### src/mgp_pkg.sv
package mgp_pkg;
	// ***************************************************************
	// Clock and timing
	// ***************************************************************
	localparam int CLK_MHZ      = 200;
	localparam int STROBE_NS    = 1000;
	localparam int STROBE_CYC   = (STROBE_NS * CLK_MHZ) / 1000;
	localparam int IFC_HOLD_MS  = 10;
	localparam int IFC_HOLD_CYC = IFC_HOLD_MS * CLK_MHZ * 1000;
	localparam int RANGE_BITS   = 8;
	localparam int STORE_DEPTH  = 16;
	localparam int DIGIT_BITS   = 4;

	// ***************************************************************
	// Processor address map
	// ***************************************************************
	localparam logic [8:0] ADDR_PORT_BUS   = 9'h000;
	localparam logic [8:0] ADDR_PORT_CTL   = 9'h004;
	localparam logic [8:0] ADDR_PORT_DAT   = 9'h008;
	localparam logic [8:0] ADDR_CLR_ATN    = 9'h180;
	localparam logic [8:0] ADDR_CLR_REN    = 9'h190;
	localparam logic [8:0] ADDR_SET_LLO    = 9'h1A0;

	// ***************************************************************
	// Port adapter locations and control fields
	// ***************************************************************
	localparam logic [1:0] RS_DATA_A       = 2'h0;
	localparam logic [1:0] RS_CTRL_A       = 2'h1;
	localparam logic [1:0] RS_DATA_B       = 2'h2;
	localparam logic [1:0] RS_CTRL_B       = 2'h3;
	localparam int         CTL_IRQ_EN      = 0;
	localparam int         CTL_RISE        = 1;
	localparam int         CTL_DATA_SEL    = 2;
	localparam int         CTL_C2_LEVEL    = 3;
	localparam int         CTL_FLAG        = 7;
	localparam logic [7:0] CTL_RESET       = 8'h00;
	localparam logic [7:0] PORT_RESET      = 8'h00;
	localparam logic [22:0] SYNC_RESET     = 23'h007FF0;
endpackage : mgp_pkg

### src/mgp_cpu_if.sv
`timescale 1ns/1ps
`default_nettype none
interface mgp_cpu_if;
	logic       access;
	logic       rw;
	logic [1:0] rs;
	logic [7:0] wdata;
	modport host (output access, output rw, output rs, output wdata);
	modport port (input access, input rw, input rs, input wdata);
endinterface : mgp_cpu_if
`default_nettype wire

### src/mgp_glue.sv
`timescale 1ns/1ps
`default_nettype none
// Function
// Digitise command rises only after meter control outputs have settled.
// Range data shifts serially into eight bits on gated range clock edges.
// Select high gives shift bits to four port lines, low gives delimiter switches.
// New range byte differing from held byte latches the range-changed flag.
// Store phase high: meter digit address writes strobed digits into 16x4 store.
// Store phase low: port outputs address the store for processor readback.
// Six port-B outputs of the second meter port drive meter controls.
// Receive always open; transmit drive only while transmit enable is low.
// Bus output buffers are enabled only by the talker enable.
// Parity bit over eight data bits, odd or even by switch, to bus.
// Four-bit mux returns bus data or switches, select and gate controlled.
// Bus port A carries message data, port B carries bus control.
// Local lockout and remote-enable each held in a set/reset latch; local lockout is only set here, and only reset clears it.
// Received attention feeds a port strobe; mismatch with own copy sets flag.
// Bus lines are negative logic; attention low marks command bytes.
// Attention-change flag drives transfer hold on port-B bit 1.
// After reset, interface clear cannot raise the NMI for 10 ms.
// Each port adapter decodes four locations by two register selects.
// Read/write high reads a port location, low writes it.
// Port transfers happen only in the phase-two part of each cycle.
// Reset returns every port adapter register to its initial value.
// Handshake lines request interrupts; second lines also drive outputs.
// A decoded access clears the attention-change latch.
// A second decoded access clears the remote-enable latch.
// A third decoded access sets the local lockout latch.
// Each decoded strobe is an active-low pulse about one microsecond wide.
// Latches are clocked, and asynchronous bus and meter inputs are synchronised.
module mgp_glue
	import mgp_pkg::*;
#(
	parameter int IFC_HOLD = IFC_HOLD_CYC
) (
	input  wire logic                  ref_clk,
	input  wire logic                  rstn,
	input  wire logic                  ce,
	input  wire logic [8:0]            cpu_addr,
	input  wire logic                  cpu_rw,
	input  wire logic                  cpu_vma,
	input  wire logic [7:0]            cpu_wdata,
	input  wire logic                  buffered_phase_two_clock,
	output logic [7:0]                 cpu_rdata,
	output logic                       cpu_irq_n,
	output logic                       cpu_nmi_n,
	output logic [2:0]                 latch_strobe_n,
	output logic [7:0]                 meter_control,
	output logic [5:0]                 meter_aux_control,
	output logic                       digitise_command,
	output logic                       range_changed_flag,
	input  wire logic                  range_data_serial,
	input  wire logic                  range_data_clock,
	input  wire logic [3:0]            delimiter_switches,
	input  wire logic                  store_phase,
	input  wire logic                  digit_strobe,
	input  wire logic [DIGIT_BITS-1:0] meter_digit_address,
	input  wire logic [DIGIT_BITS-1:0] meter_digit_bits,
	input  wire logic [7:0]            bus_data_in_n,
	output logic [7:0]                 bus_data_out_n,
	output logic [7:0]                 bus_data_oe,
	output logic                       bus_parity_n,
	output logic                       bus_parity_oe,
	output logic                       xcvr_transmit_n,
	output logic [7:0]                 bus_ctrl_out,
	input  wire logic                  bus_atn_n,
	input  wire logic                  bus_ren_n,
	input  wire logic                  bus_ifc_n,
	input  wire logic                  parity_select_switch,
	input  wire logic [3:0]            config_switches,
	output logic                       attention_change_flag,
	output logic                       transfer_hold,
	output logic                       local_lockout,
	output logic                       remote_enable
);
	// ***************************************************************
	// Input synchronisers
	// ***************************************************************
	localparam int SW = 23;
	logic [SW-1:0] sync1;
	logic [SW-1:0] sync2;
	logic [SW-1:0] sync3;
	// Reset to idle bus levels, so a release cannot look like an attention change
	always_ff @(posedge ref_clk or negedge rstn) begin
		if (!rstn) begin
			sync1 <= SYNC_RESET;
			sync2 <= SYNC_RESET;
			sync3 <= SYNC_RESET;
		end else if (ce) begin
			sync1 <= {meter_digit_address, meter_digit_bits, bus_data_in_n, bus_ifc_n,
				bus_ren_n, bus_atn_n, digit_strobe, store_phase, range_data_clock,
				range_data_serial};
			sync2 <= sync1;
			sync3 <= sync2;
		end
	end
	logic       rd_serial, rd_clk_rise, stat_s, dstrobe_rise;
	logic       atn_n_s, ren_n_s, ifc_n_s;
	logic [7:0] bus_rx;
	logic [3:0] dig_bits_s, dig_addr_s;
	assign rd_serial    = sync2[0];
	assign rd_clk_rise  = sync2[1] && !sync3[1];
	assign stat_s       = sync2[2];
	assign dstrobe_rise = sync2[3] && !sync3[3];
	assign atn_n_s      = sync2[4];
	assign ren_n_s      = sync2[5];
	assign ifc_n_s      = sync2[6];
	assign bus_rx       = ~sync2[14:7];
	assign dig_bits_s   = sync2[18:15];
	assign dig_addr_s   = sync2[22:19];

	// ***************************************************************
	// Processor access decode
	// ***************************************************************
	mgp_cpu_if cpu ();
	logic       ph2_d;
	logic       access;
	logic [7:0] rd_bus, rd_ctl, rd_dat;
	always_ff @(posedge ref_clk or negedge rstn) begin
		if (!rstn)
			ph2_d <= 1'b0;
		else if (ce)
			ph2_d <= buffered_phase_two_clock;
	end
	// One access per processor cycle, at the start of phase two
	assign access    = ce && cpu_vma && buffered_phase_two_clock && !ph2_d;
	assign cpu.access = access;
	assign cpu.rw     = cpu_rw;
	assign cpu.rs     = cpu_addr[1:0];
	assign cpu.wdata  = cpu_wdata;
	logic sel_bus, sel_ctl, sel_dat;
	assign sel_bus = cpu_addr[8:2] == ADDR_PORT_BUS[8:2];
	assign sel_ctl = cpu_addr[8:2] == ADDR_PORT_CTL[8:2];
	assign sel_dat = cpu_addr[8:2] == ADDR_PORT_DAT[8:2];

	always_ff @(posedge ref_clk or negedge rstn) begin
		if (!rstn)
			cpu_rdata <= 8'h00;
		else if (access && cpu_rw)
			cpu_rdata <= sel_bus ? rd_bus : sel_ctl ? rd_ctl : sel_dat ? rd_dat : 8'h00;
	end

	// ***************************************************************
	// Decoded latch strobes
	// ***************************************************************
	logic [2:0] hit_strobe;
	logic [7:0] strobe_cnt;
	assign hit_strobe = {cpu_addr[8:4] == ADDR_SET_LLO[8:4],
		cpu_addr[8:4] == ADDR_CLR_REN[8:4], cpu_addr[8:4] == ADDR_CLR_ATN[8:4]};
	always_ff @(posedge ref_clk or negedge rstn) begin
		if (!rstn) begin
			latch_strobe_n <= 3'h7;
			strobe_cnt     <= 8'h00;
		end else if (ce) begin
			if (access && |hit_strobe) begin
				latch_strobe_n <= ~hit_strobe;
				strobe_cnt     <= 8'(STROBE_CYC - 1);
			end else if (strobe_cnt != 8'h00)
				strobe_cnt <= strobe_cnt - 8'h01;
			else
				latch_strobe_n <= 3'h7;
		end
	end
	logic clr_atn, clr_ren, set_llo;
	assign clr_atn = access && hit_strobe[0];
	assign clr_ren = access && hit_strobe[1];
	assign set_llo = access && hit_strobe[2];

	// ***************************************************************
	// Port adapters
	// ***************************************************************
	logic [7:0] bus_pa_out, bus_pa_dir, bus_pb_out, bus_pb_dir, bus_pb_in;
	logic       atn_copy, talker_drive_enable;
	logic [7:0] m1_pa_out, m1_pb_in, m3_pa_out, m3_pa_in, m3_pb_out;
	logic       m1_ca2, m1_cb2, m3_ca2;
	logic [5:0] irqs;
	logic       range_done;
	logic [7:0] shift_reg;
	logic [3:0] store_q;
	logic [3:0] mux_nibble;

	mgp_port u_bus (
		.ref_clk(ref_clk), .rstn(rstn), .ce(ce), .bus(cpu), .sel(sel_bus), .rdata(rd_bus),
		.pa_in(bus_rx), .pa_out(bus_pa_out), .pa_dir(bus_pa_dir),
		.pb_in(bus_pb_in), .pb_out(bus_pb_out), .pb_dir(bus_pb_dir),
		.a_strobe(!atn_n_s), .b_strobe(!ren_n_s),
		.a_control(atn_copy), .b_control(talker_drive_enable), .irq_a(irqs[0]), .irq_b(irqs[1])
	);
	mgp_port u_ctl (
		.ref_clk(ref_clk), .rstn(rstn), .ce(ce), .bus(cpu), .sel(sel_ctl), .rdata(rd_ctl),
		.pa_in(8'h00), .pa_out(m1_pa_out), .pa_dir(), .pb_in(m1_pb_in), .pb_out(),
		.pb_dir(), .a_strobe(range_done), .b_strobe(range_changed_flag),
		.a_control(m1_ca2), .b_control(m1_cb2), .irq_a(irqs[2]), .irq_b(irqs[3])
	);
	mgp_port u_dat (
		.ref_clk(ref_clk), .rstn(rstn), .ce(ce), .bus(cpu), .sel(sel_dat), .rdata(rd_dat),
		.pa_in(m3_pa_in), .pa_out(m3_pa_out), .pa_dir(), .pb_in(8'h00),
		.pb_out(m3_pb_out), .pb_dir(), .a_strobe(stat_s), .b_strobe(sync2[3]),
		.a_control(m3_ca2), .b_control(), .irq_a(irqs[4]), .irq_b(irqs[5])
	);

	// ***************************************************************
	// Meter side
	// ***************************************************************
	logic [7:0] held_range;
	logic [2:0] bit_cnt;
	logic [7:0] ctl_prev;
	always_ff @(posedge ref_clk or negedge rstn) begin
		if (!rstn) begin
			shift_reg  <= 8'h00;
			bit_cnt    <= 3'h0;
			range_done <= 1'b0;
		end else if (ce) begin
			range_done <= 1'b0;
			if (rd_clk_rise && m1_ca2) begin
				shift_reg <= {shift_reg[6:0], rd_serial};
				bit_cnt   <= bit_cnt + 3'h1;
				range_done <= bit_cnt == 3'(RANGE_BITS - 1);
			end
		end
	end
	// Only whole bytes are compared, so a part-shifted byte cannot raise a change
	always_ff @(posedge ref_clk or negedge rstn) begin
		if (!rstn) begin
			held_range         <= 8'h00;
			range_changed_flag <= 1'b0;
		end else if (ce) begin
			if (range_done && shift_reg != held_range)
				range_changed_flag <= 1'b1;
			else if (digitise_command)
				range_changed_flag <= 1'b0;
			if (range_done)
				held_range <= shift_reg;
		end
	end
	assign m1_pb_in = {m3_ca2 ? shift_reg[7] : delimiter_switches[3], shift_reg[6:3],
		m3_ca2 ? shift_reg[2:0] : delimiter_switches[2:0]};

	// Control outputs are registered two cycles before the command may rise
	always_ff @(posedge ref_clk or negedge rstn) begin
		if (!rstn) begin
			meter_control     <= 8'h00;
			ctl_prev          <= 8'h00;
			digitise_command  <= 1'b0;
			meter_aux_control <= 6'h00;
		end else if (ce) begin
			meter_control     <= m1_pa_out;
			ctl_prev          <= meter_control;
			digitise_command  <= m1_cb2 && meter_control == m1_pa_out
				&& ctl_prev == meter_control;
			meter_aux_control <= m3_pb_out[5:0];
		end
	end

	logic [DIGIT_BITS-1:0] digit_store [STORE_DEPTH];
	logic [3:0]            store_addr;
	assign store_addr = stat_s ? dig_addr_s : m3_pa_out[7:4];
	always_ff @(posedge ref_clk) begin
		if (ce && stat_s && dstrobe_rise)
			digit_store[store_addr] <= dig_bits_s;
	end
	assign store_q  = digit_store[store_addr];
	assign m3_pa_in = {4'h0, stat_s ? 4'h0 : store_q};

	// ***************************************************************
	// Bus side
	// ***************************************************************
	logic [23:0] ifc_cnt;
	logic        ifc_armed;
	assign mux_nibble = bus_pb_out[3] ? (bus_pb_out[2] ? bus_rx[3:0] : config_switches)
		: 4'h0;
	assign bus_pb_in  = {mux_nibble, 1'b0, local_lockout, transfer_hold,
		remote_enable};
	always_ff @(posedge ref_clk or negedge rstn) begin
		if (!rstn) begin
			bus_data_out_n  <= 8'hFF;
			bus_data_oe     <= 8'h00;
			bus_parity_n    <= 1'b1;
			bus_parity_oe   <= 1'b0;
			xcvr_transmit_n <= 1'b1;
			bus_ctrl_out    <= 8'h00;
		end else if (ce) begin
			bus_data_out_n  <= ~bus_pa_out;
			bus_data_oe     <= talker_drive_enable ? bus_pa_dir : 8'h00;
			bus_parity_n    <= ~(^bus_pa_out ^ parity_select_switch);
			bus_parity_oe   <= talker_drive_enable;
			xcvr_transmit_n <= !talker_drive_enable;
			bus_ctrl_out    <= bus_pb_out & bus_pb_dir;
		end
	end
	// Set beats the decoded clear when both land together
	always_ff @(posedge ref_clk or negedge rstn) begin
		if (!rstn) begin
			attention_change_flag <= 1'b0;
			transfer_hold         <= 1'b0;
			remote_enable         <= 1'b0;
			local_lockout         <= 1'b0;
		end else if (ce) begin
			if (atn_copy != !atn_n_s)
				attention_change_flag <= 1'b1;
			else if (clr_atn)
				attention_change_flag <= 1'b0;
			transfer_hold <= attention_change_flag;
			if (!ren_n_s)
				remote_enable <= 1'b1;
			else if (clr_ren)
				remote_enable <= 1'b0;
			if (set_llo)
				local_lockout <= 1'b1;
		end
	end
	always_ff @(posedge ref_clk or negedge rstn) begin
		if (!rstn) begin
			ifc_cnt   <= 24'h000000;
			ifc_armed <= 1'b0;
			cpu_nmi_n <= 1'b1;
			cpu_irq_n <= 1'b1;
		end else if (ce) begin
			if (!ifc_armed) begin
				ifc_cnt   <= ifc_cnt + 24'h000001;
				ifc_armed <= ifc_cnt == 24'(IFC_HOLD - 1);
			end
			cpu_nmi_n <= !(ifc_armed && !ifc_n_s);
			cpu_irq_n <= !(|irqs);
		end
	end

	// ***************************************************************
	// Checks
	// ***************************************************************
	strobe_width_a: assert property (@(posedge ref_clk) disable iff (!rstn || !ce)
		$fell(latch_strobe_n[0]) |-> !latch_strobe_n[0] [*8])
		else $error("attention clear strobe shorter than expected");
	atn_set_a: assert property (@(posedge ref_clk) disable iff (!rstn)
		ce && atn_copy != !atn_n_s |=> attention_change_flag)
		else $error("attention mismatch did not set the flag");
	hold_follow_a: assert property (@(posedge ref_clk) disable iff (!rstn)
		ce && attention_change_flag |=> transfer_hold && bus_pb_in[1])
		else $error("transfer hold does not follow the attention flag");
	talker_drive_enable_drive_a: assert property (@(posedge ref_clk) disable iff (!rstn)
		|bus_data_oe |-> !xcvr_transmit_n && bus_parity_oe)
		else $error("bus driven without talker enable");
	nmi_block_a: assert property (@(posedge ref_clk) disable iff (!rstn)
		!ifc_armed |=> cpu_nmi_n)
		else $error("interface clear reached the NMI during start-up");
	parity_val_a: assert property (@(posedge ref_clk) disable iff (!rstn || !ce)
		1'b1 |=> bus_parity_n == !(^bus_data_out_n ^ $past(parity_select_switch)))
		else $error("bus parity bit wrong");
	range_flag_a: assert property (@(posedge ref_clk) disable iff (!rstn)
		ce && range_done && shift_reg != held_range |=> range_changed_flag)
		else $error("range change not flagged");
	llo_set_a: assert property (@(posedge ref_clk) disable iff (!rstn)
		ce && set_llo |=> local_lockout ##1 local_lockout)
		else $error("local lockout not held after its strobe");
endmodule : mgp_glue
`default_nettype wire

### src/mgp_port.sv
`timescale 1ns/1ps
`default_nettype none
module mgp_port
	import mgp_pkg::*;
(
	input  wire logic       ref_clk,
	input  wire logic       rstn,
	input  wire logic       ce,
	mgp_cpu_if.port         bus,
	input  wire logic       sel,
	output logic [7:0]      rdata,
	input  wire logic [7:0] pa_in,
	output logic [7:0]      pa_out,
	output logic [7:0]      pa_dir,
	input  wire logic [7:0] pb_in,
	output logic [7:0]      pb_out,
	output logic [7:0]      pb_dir,
	input  wire logic       a_strobe,
	input  wire logic       b_strobe,
	output logic            a_control,
	output logic            b_control,
	output logic            irq_a,
	output logic            irq_b
);
	logic [7:0] out_r [2];
	logic [7:0] dir_r [2];
	logic [7:0] ctl_r [2];
	logic       flag  [2];
	logic [7:0] pins  [2];
	logic       c1    [2];
	logic [7:0] side_rd [2];

	assign pins[0] = pa_in;
	assign pins[1] = pb_in;
	assign c1[0]   = a_strobe;
	assign c1[1]   = b_strobe;

	// ***************************************************************
	// One data/direction/control group per side
	// ***************************************************************
	for (genvar s = 0; s < 2; s++) begin : g_side
		logic       c1_d;
		logic       edge_seen;
		logic       hit_data;
		logic       hit_ctl;
		assign hit_data  = sel && bus.access && bus.rs == 2'(2 * s);
		assign hit_ctl   = sel && bus.access && bus.rs == 2'(2 * s + 1);
		assign edge_seen = ctl_r[s][CTL_RISE] ? (c1[s] && !c1_d) : (!c1[s] && c1_d);
		assign side_rd[s] = ctl_r[s][CTL_DATA_SEL] ? ((pins[s] & ~dir_r[s]) | (out_r[s] & dir_r[s]))
			: dir_r[s];
		always_ff @(posedge ref_clk or negedge rstn) begin
			if (!rstn) begin
				out_r[s] <= PORT_RESET;
				dir_r[s] <= PORT_RESET;
				ctl_r[s] <= CTL_RESET;
				flag[s]  <= 1'b0;
				c1_d     <= 1'b0;
			end else if (ce) begin
				c1_d <= c1[s];
				if (hit_data && !bus.rw && ctl_r[s][CTL_DATA_SEL])
					out_r[s] <= bus.wdata;
				if (hit_data && !bus.rw && !ctl_r[s][CTL_DATA_SEL])
					dir_r[s] <= bus.wdata;
				if (hit_ctl && !bus.rw)
					ctl_r[s] <= {1'b0, bus.wdata[6:0]};
				// A strobe edge in the reading cycle survives the read
				if (edge_seen)
					flag[s] <= 1'b1;
				else if (hit_data && bus.rw && ctl_r[s][CTL_DATA_SEL])
					flag[s] <= 1'b0;
			end
		end
	end

	always_comb begin
		unique case (bus.rs)
			RS_DATA_A: rdata = side_rd[0];
			RS_CTRL_A: rdata = {flag[0], ctl_r[0][6:0]};
			RS_DATA_B: rdata = side_rd[1];
			RS_CTRL_B: rdata = {flag[1], ctl_r[1][6:0]};
		endcase
	end

	assign pa_out    = out_r[0];
	assign pa_dir    = dir_r[0];
	assign pb_out    = out_r[1];
	assign pb_dir    = dir_r[1];
	assign a_control = ctl_r[0][CTL_C2_LEVEL];
	assign b_control = ctl_r[1][CTL_C2_LEVEL];
	assign irq_a     = flag[0] && ctl_r[0][CTL_IRQ_EN];
	assign irq_b     = flag[1] && ctl_r[1][CTL_IRQ_EN];

	port_flag_a: assert property (@(posedge ref_clk) disable iff (!rstn)
		ce && g_side[0].edge_seen |=> flag[0])
		else $error("port A strobe edge did not raise its flag");
endmodule : mgp_port
`default_nettype wire

### config.mk
export PLATFORM = sky130hd
export DESIGN_NAME = mgp_glue
export DESIGN_NICKNAME = d
export VERILOG_FILES = /design/src/mgp_pkg.sv /design/src/mgp_cpu_if.sv /design/src/mgp_glue.sv /design/src/mgp_port.sv
export SDC_FILE = /design/constraint.sdc
export NUM_CORES = 1
export LEC_CHECK = 0
export BUFFER_PORTS_ARGS = -buffer_cell sky130_fd_sc_hd__buf_2
export CORE_UTILIZATION = 55
export CTS_CLUSTER_DIAMETER = 40
export DETAILED_ROUTE_END_ITERATION = 6
export GPL_ROUTABILITY_DRIVEN = 0
export GPL_TIMING_DRIVEN = 0
export PLACE_DENSITY = 0.85
export SYNTH_ARGS = -nofsm -noshare
export SYNTH_HDL_FRONTEND = slang
export SYNTH_SLANG_ARGS = --single-unit
export TNS_END_PERCENT = 30
### constraint.sdc
create_clock -name ref_clk -period 2.15 [get_ports ref_clk]
set_input_delay 0.3225 -clock ref_clk [delete_from_list [all_inputs] [get_ports ref_clk]]
set_output_delay 0.3225 -clock ref_clk [all_outputs]
set_load 0.02 [all_outputs]
==> results.py <==
metrics = {
    "cells_and_area": {
        "post-route-util_pct": 67.83,
        "antennaDiodeCount": 0,
        "area_growth_pct": 21.33,
        "multi_input_area_um2": 7039,
        "largest_registers": "digit_store (64), ifc_cnt (24)",
        "stdcell_count": 2036,
        "final_nets": 1662,
        "largest_reg_flops": 64,
        "design_area_um2": 20750,
        "final-seq-area_um2": 9956,
        "fillerInstances": 2074,
        "max_flop_register": "digit_store",
        "layout-drive-gt1-share_pct": 36.10,
    },
    "synth": {
        "yosys_warnings": 0,
        "synth_xor_area_share_pct": 2.356,
        "synth.largest_area_cell": "dfrtp_1",
        "synth_seq_cells": 383,
        "synthAdderAreaFrac_pct": 0.3658,
        "syn_nets": 1467,
        "synthFlopType": "dfrtp_1",
        "synth-edff-count": 64,
        "netlist_instances": 1407,
        "synth_compound_area_share_pct": 9.658,
        "ys_types": 70,
        "syn_area_per_cell_um2": 12.15,
        "synthArstFlopShare_pct": 83.29,
        "seq_area_frac_synth_pct": 58.19,
        "synth_area_leaders": "dfrtp_1 (41%), mux2_2 (15%), edfxtp_1 (11%), dfstp_2 (5.7%), a21oi_1 (2.6%)",
        "synthSimpleGateAreaFrac_pct": 10.32,
        "synth_common_cells": "dfrtp_1 (282), mux2_2 (233), nand2_1 (95)",
        "synth_most_common_cell": "dfrtp_1",
        "syn_area_um2": 17100,
        "synthMuxAreaShare_pct": 16.29,
        "yosys.area.top_type_share_pct": 41.26,
        "synth_top_family_by_area": "multiplexers",
    },
    "critical_path": {
        "cp.required_ps": 2540,
        "worstSetupStartpointType": "input pin",
        "cpMaxStageDelayCell": "clkbuf_1",
        "cp.arrival_ps": 2690,
        "worstPathCellList": "buf_2 -> buf_2 -> clkbuf_1 -> clkbuf_1 -> nand2_1 -> nand2_1 -> o21ai_0",
        "cp_num_buf_inv": 4,
        "path_class": "input pin to flip-flop",
        "path_depth": 7,
        "cpLargestDelayFamily": "buffers and inverters",
        "r2r_slack_ps": -30,
        "worstPathMaxFanout": 10,
        "end_kind": "flip-flop",
        "cpPeakStageDelay_ps": 730,
        "reg2reg_depth": 7,
    },
    "detailed_routing": {
        "drc": 15,
        "drt_first_pass_iters": 7,
        "drt_iter0_drc": 1649,
        "vias": 13130,
        "post_drt_wl_per_cell_um": 24.31,
        "wirelength_um": 49490,
        "routed_via_density": 6.449,
        "drt.antenna.violating_nets": 0,
    },
    "floorplan": {
        "die_area_um2": 31800,
        "io_pins": 115,
        "fp.coreArea_um2": 30590,
        "start_util_pct": 55.91,
        "fp-row-count": 64,
        "die_w_um": 178.3,
        "die_height_um": 178.3,
    },
    "clock_tree": {
        "cts_sinks": 383,
        "cts_buffer_depth": 3,
        "cts_max_level": 2,
        "worstSkewPairLatency_ps": 560,
        "cts.reportedPaths.clkPinSlew_ps": 50,
        "cts_made_buffers": 47,
        "root_buffer": "clkbuf_16",
        "tritoncts": "built",
    },
    "placed_design": {
        "dp_hpwl_um": 32260,
        "place_inst": 1919,
        "io_buffer_count": 113,
        "pre_cts_slack_ps": -822.6,
        "dpl_cell_area_um2": 18260,
    },
    "status": {
        "status": "finished, violations left",
        "failed_checks": "DRC, setup timing",
    },
    "global_routing": {
        "grt_pass1_vias": 13090,
        "grt_max_degree": 100,
        "grt.total_usage_pct": 31.06,
        "overflow": 0,
        "antenna_found_initial": 0,
        "grt_pass1_wl_um": 74430,
    },
    "pwr": {
        "irDropWorstVdd_v": 0.0007999,
        "power_mw": 18.28,
        "power.density_nw_per_um2": 881.2,
        "power_leakage_nw": 9.171,
    },
    "timing": {
        "maxSlewHeadroom_pct": 26.30,
        "grt_setup_unrepaired": "true",
        "timing.final.crit_share_pct": 106.6,
        "finalSetupTns_ps": -260.7,
        "maxSlewViolCount": 0,
        "tightest_slew_ps": 1105,
        "fin_ws_ps": -142.4,
        "setup_viol": 10,
        "min_period_ps": 2292,
        "max_clock_freq_mhz": 436.2,
        "clock_skew_ps": 36.59,
        "hold_slack_ps": 12.38,
        "hold_violations": 0,
    },
    "run": {
        "cap_violations": 0,
    },
    "hold_path": {
        "hold_class": "input pin to flip-flop",
        "whs_path_depth": 2,
    },
}
-- report_power, final --
part | internal (mW) | switching (mW) | leakage [nW]
registers | 7.75 | 0.333 | 4.76
logic | 0.596 | 0.977 | 3.57
clock network | 5.39 | 3.24 | 0.839
total | 13.7 | 4.54 | 9.17
-- final timing paths --
check	endpoint	from
worst min register to register	bus_data_out_n[2]$_DFFE_PN1P_	bus_data_out_n[2]$_DFFE_PN1P_
worst min-delay path	sync1[2]$_DFFE_PN0P_	store_phase
worst max register to register	cpu_rdata[2]$_DFFE_PN0P_	sync2[19]$_DFFE_PN0P_
worst max-delay path	range_changed_flag$_DFFE_PN0P_	ce
min in group asynchronous	strobe_cnt[3]$_DFFE_PN0P_	rstn
max in group asynchronous	sync2[20]$_DFFE_PN0P_	rstn
-- worst reg2reg max path, cell delays in order, from the launching register on --
cell and delay, ps:
dfrtp_2 460, or3b_4 490, buf_4 220, and2_1 190, o22ai_2 180, o21bai_1 200, o2111ai_4 190, a21oi_1 110
-- cell usage in the layout, fill, tap and decap left out, drive strengths merged, types with 12 or more instances in the layout --
master       synthesis  layout
and3                15      15
a31oi               14      14
edfxtp              64      64
nor3                18      18
o22ai               18      18
inv                 58      63
o21ai               73      73
nand2               98      98
buf                  9     150
a21oi               90      90
dfstp               37      37
nor4                20      20
o211ai              16      16
dlygate4sd3          0      17
nor2                52      52
dfrtp              282     282
mux2               233     233
xnor2               36      36
mux2i               14      14
a22o                12      12
nand3               45      45
clkbuf              59     110
-- kinds of logic (layout without fill, tap and decap cells) --
group | after synthesis | in the layout
buf+inv | 127 | 360
flops | 383 | 383
compound gates | 273 | 273
mux | 248 | 248
xor+xnor | 46 | 46
fa+ha+maj | 5 | 5
simple gates | 325 | 325
-- what timing repair did --
action / 4_1_cts / 5_1_grt
setup buffers: 4 / 15
gates cloned: 0 / 1
hold buffers: 17 / 0
endpoints found under the hold margin: 61 / 0
gates resized for setup: 67 / 55
endpoints found under the setup margin: 169 / 125
pin swaps: 4 / 18
-- area by class of cell --
| class | count | share of cell area [%] |
|---|---|---|
| Sequential cell | 383 | 47.98 |
| Multi-Input combinational cell | 897 | 33.92 |
| Clock buffer | 63 | 6.446 |
| Timing Repair Buffer | 153 | 4.860 |
| Tap cell | 396 | 2.388 |
| Clock inverter | 24 | 1.881 |
| Buffer | 61 | 1.453 |
| Inverter | 59 | 1.067 |
-- routing by layer --
| layer | part of all wire (%) | vias up | track usage (%) |
|---|---|---|---|
| met4 | 4.4 | 0 | 13.31 |
| met3 | 11 | 180 | 8.184 |
| met1 | 39 | 6514 | 41.93 |
| met2 | 46 | 908 | 47.50 |
| met5 | 0 | - | 0 |
| li1 | - | 5528 | - |
Note: power is estimated with default switching activity, not from simulation.
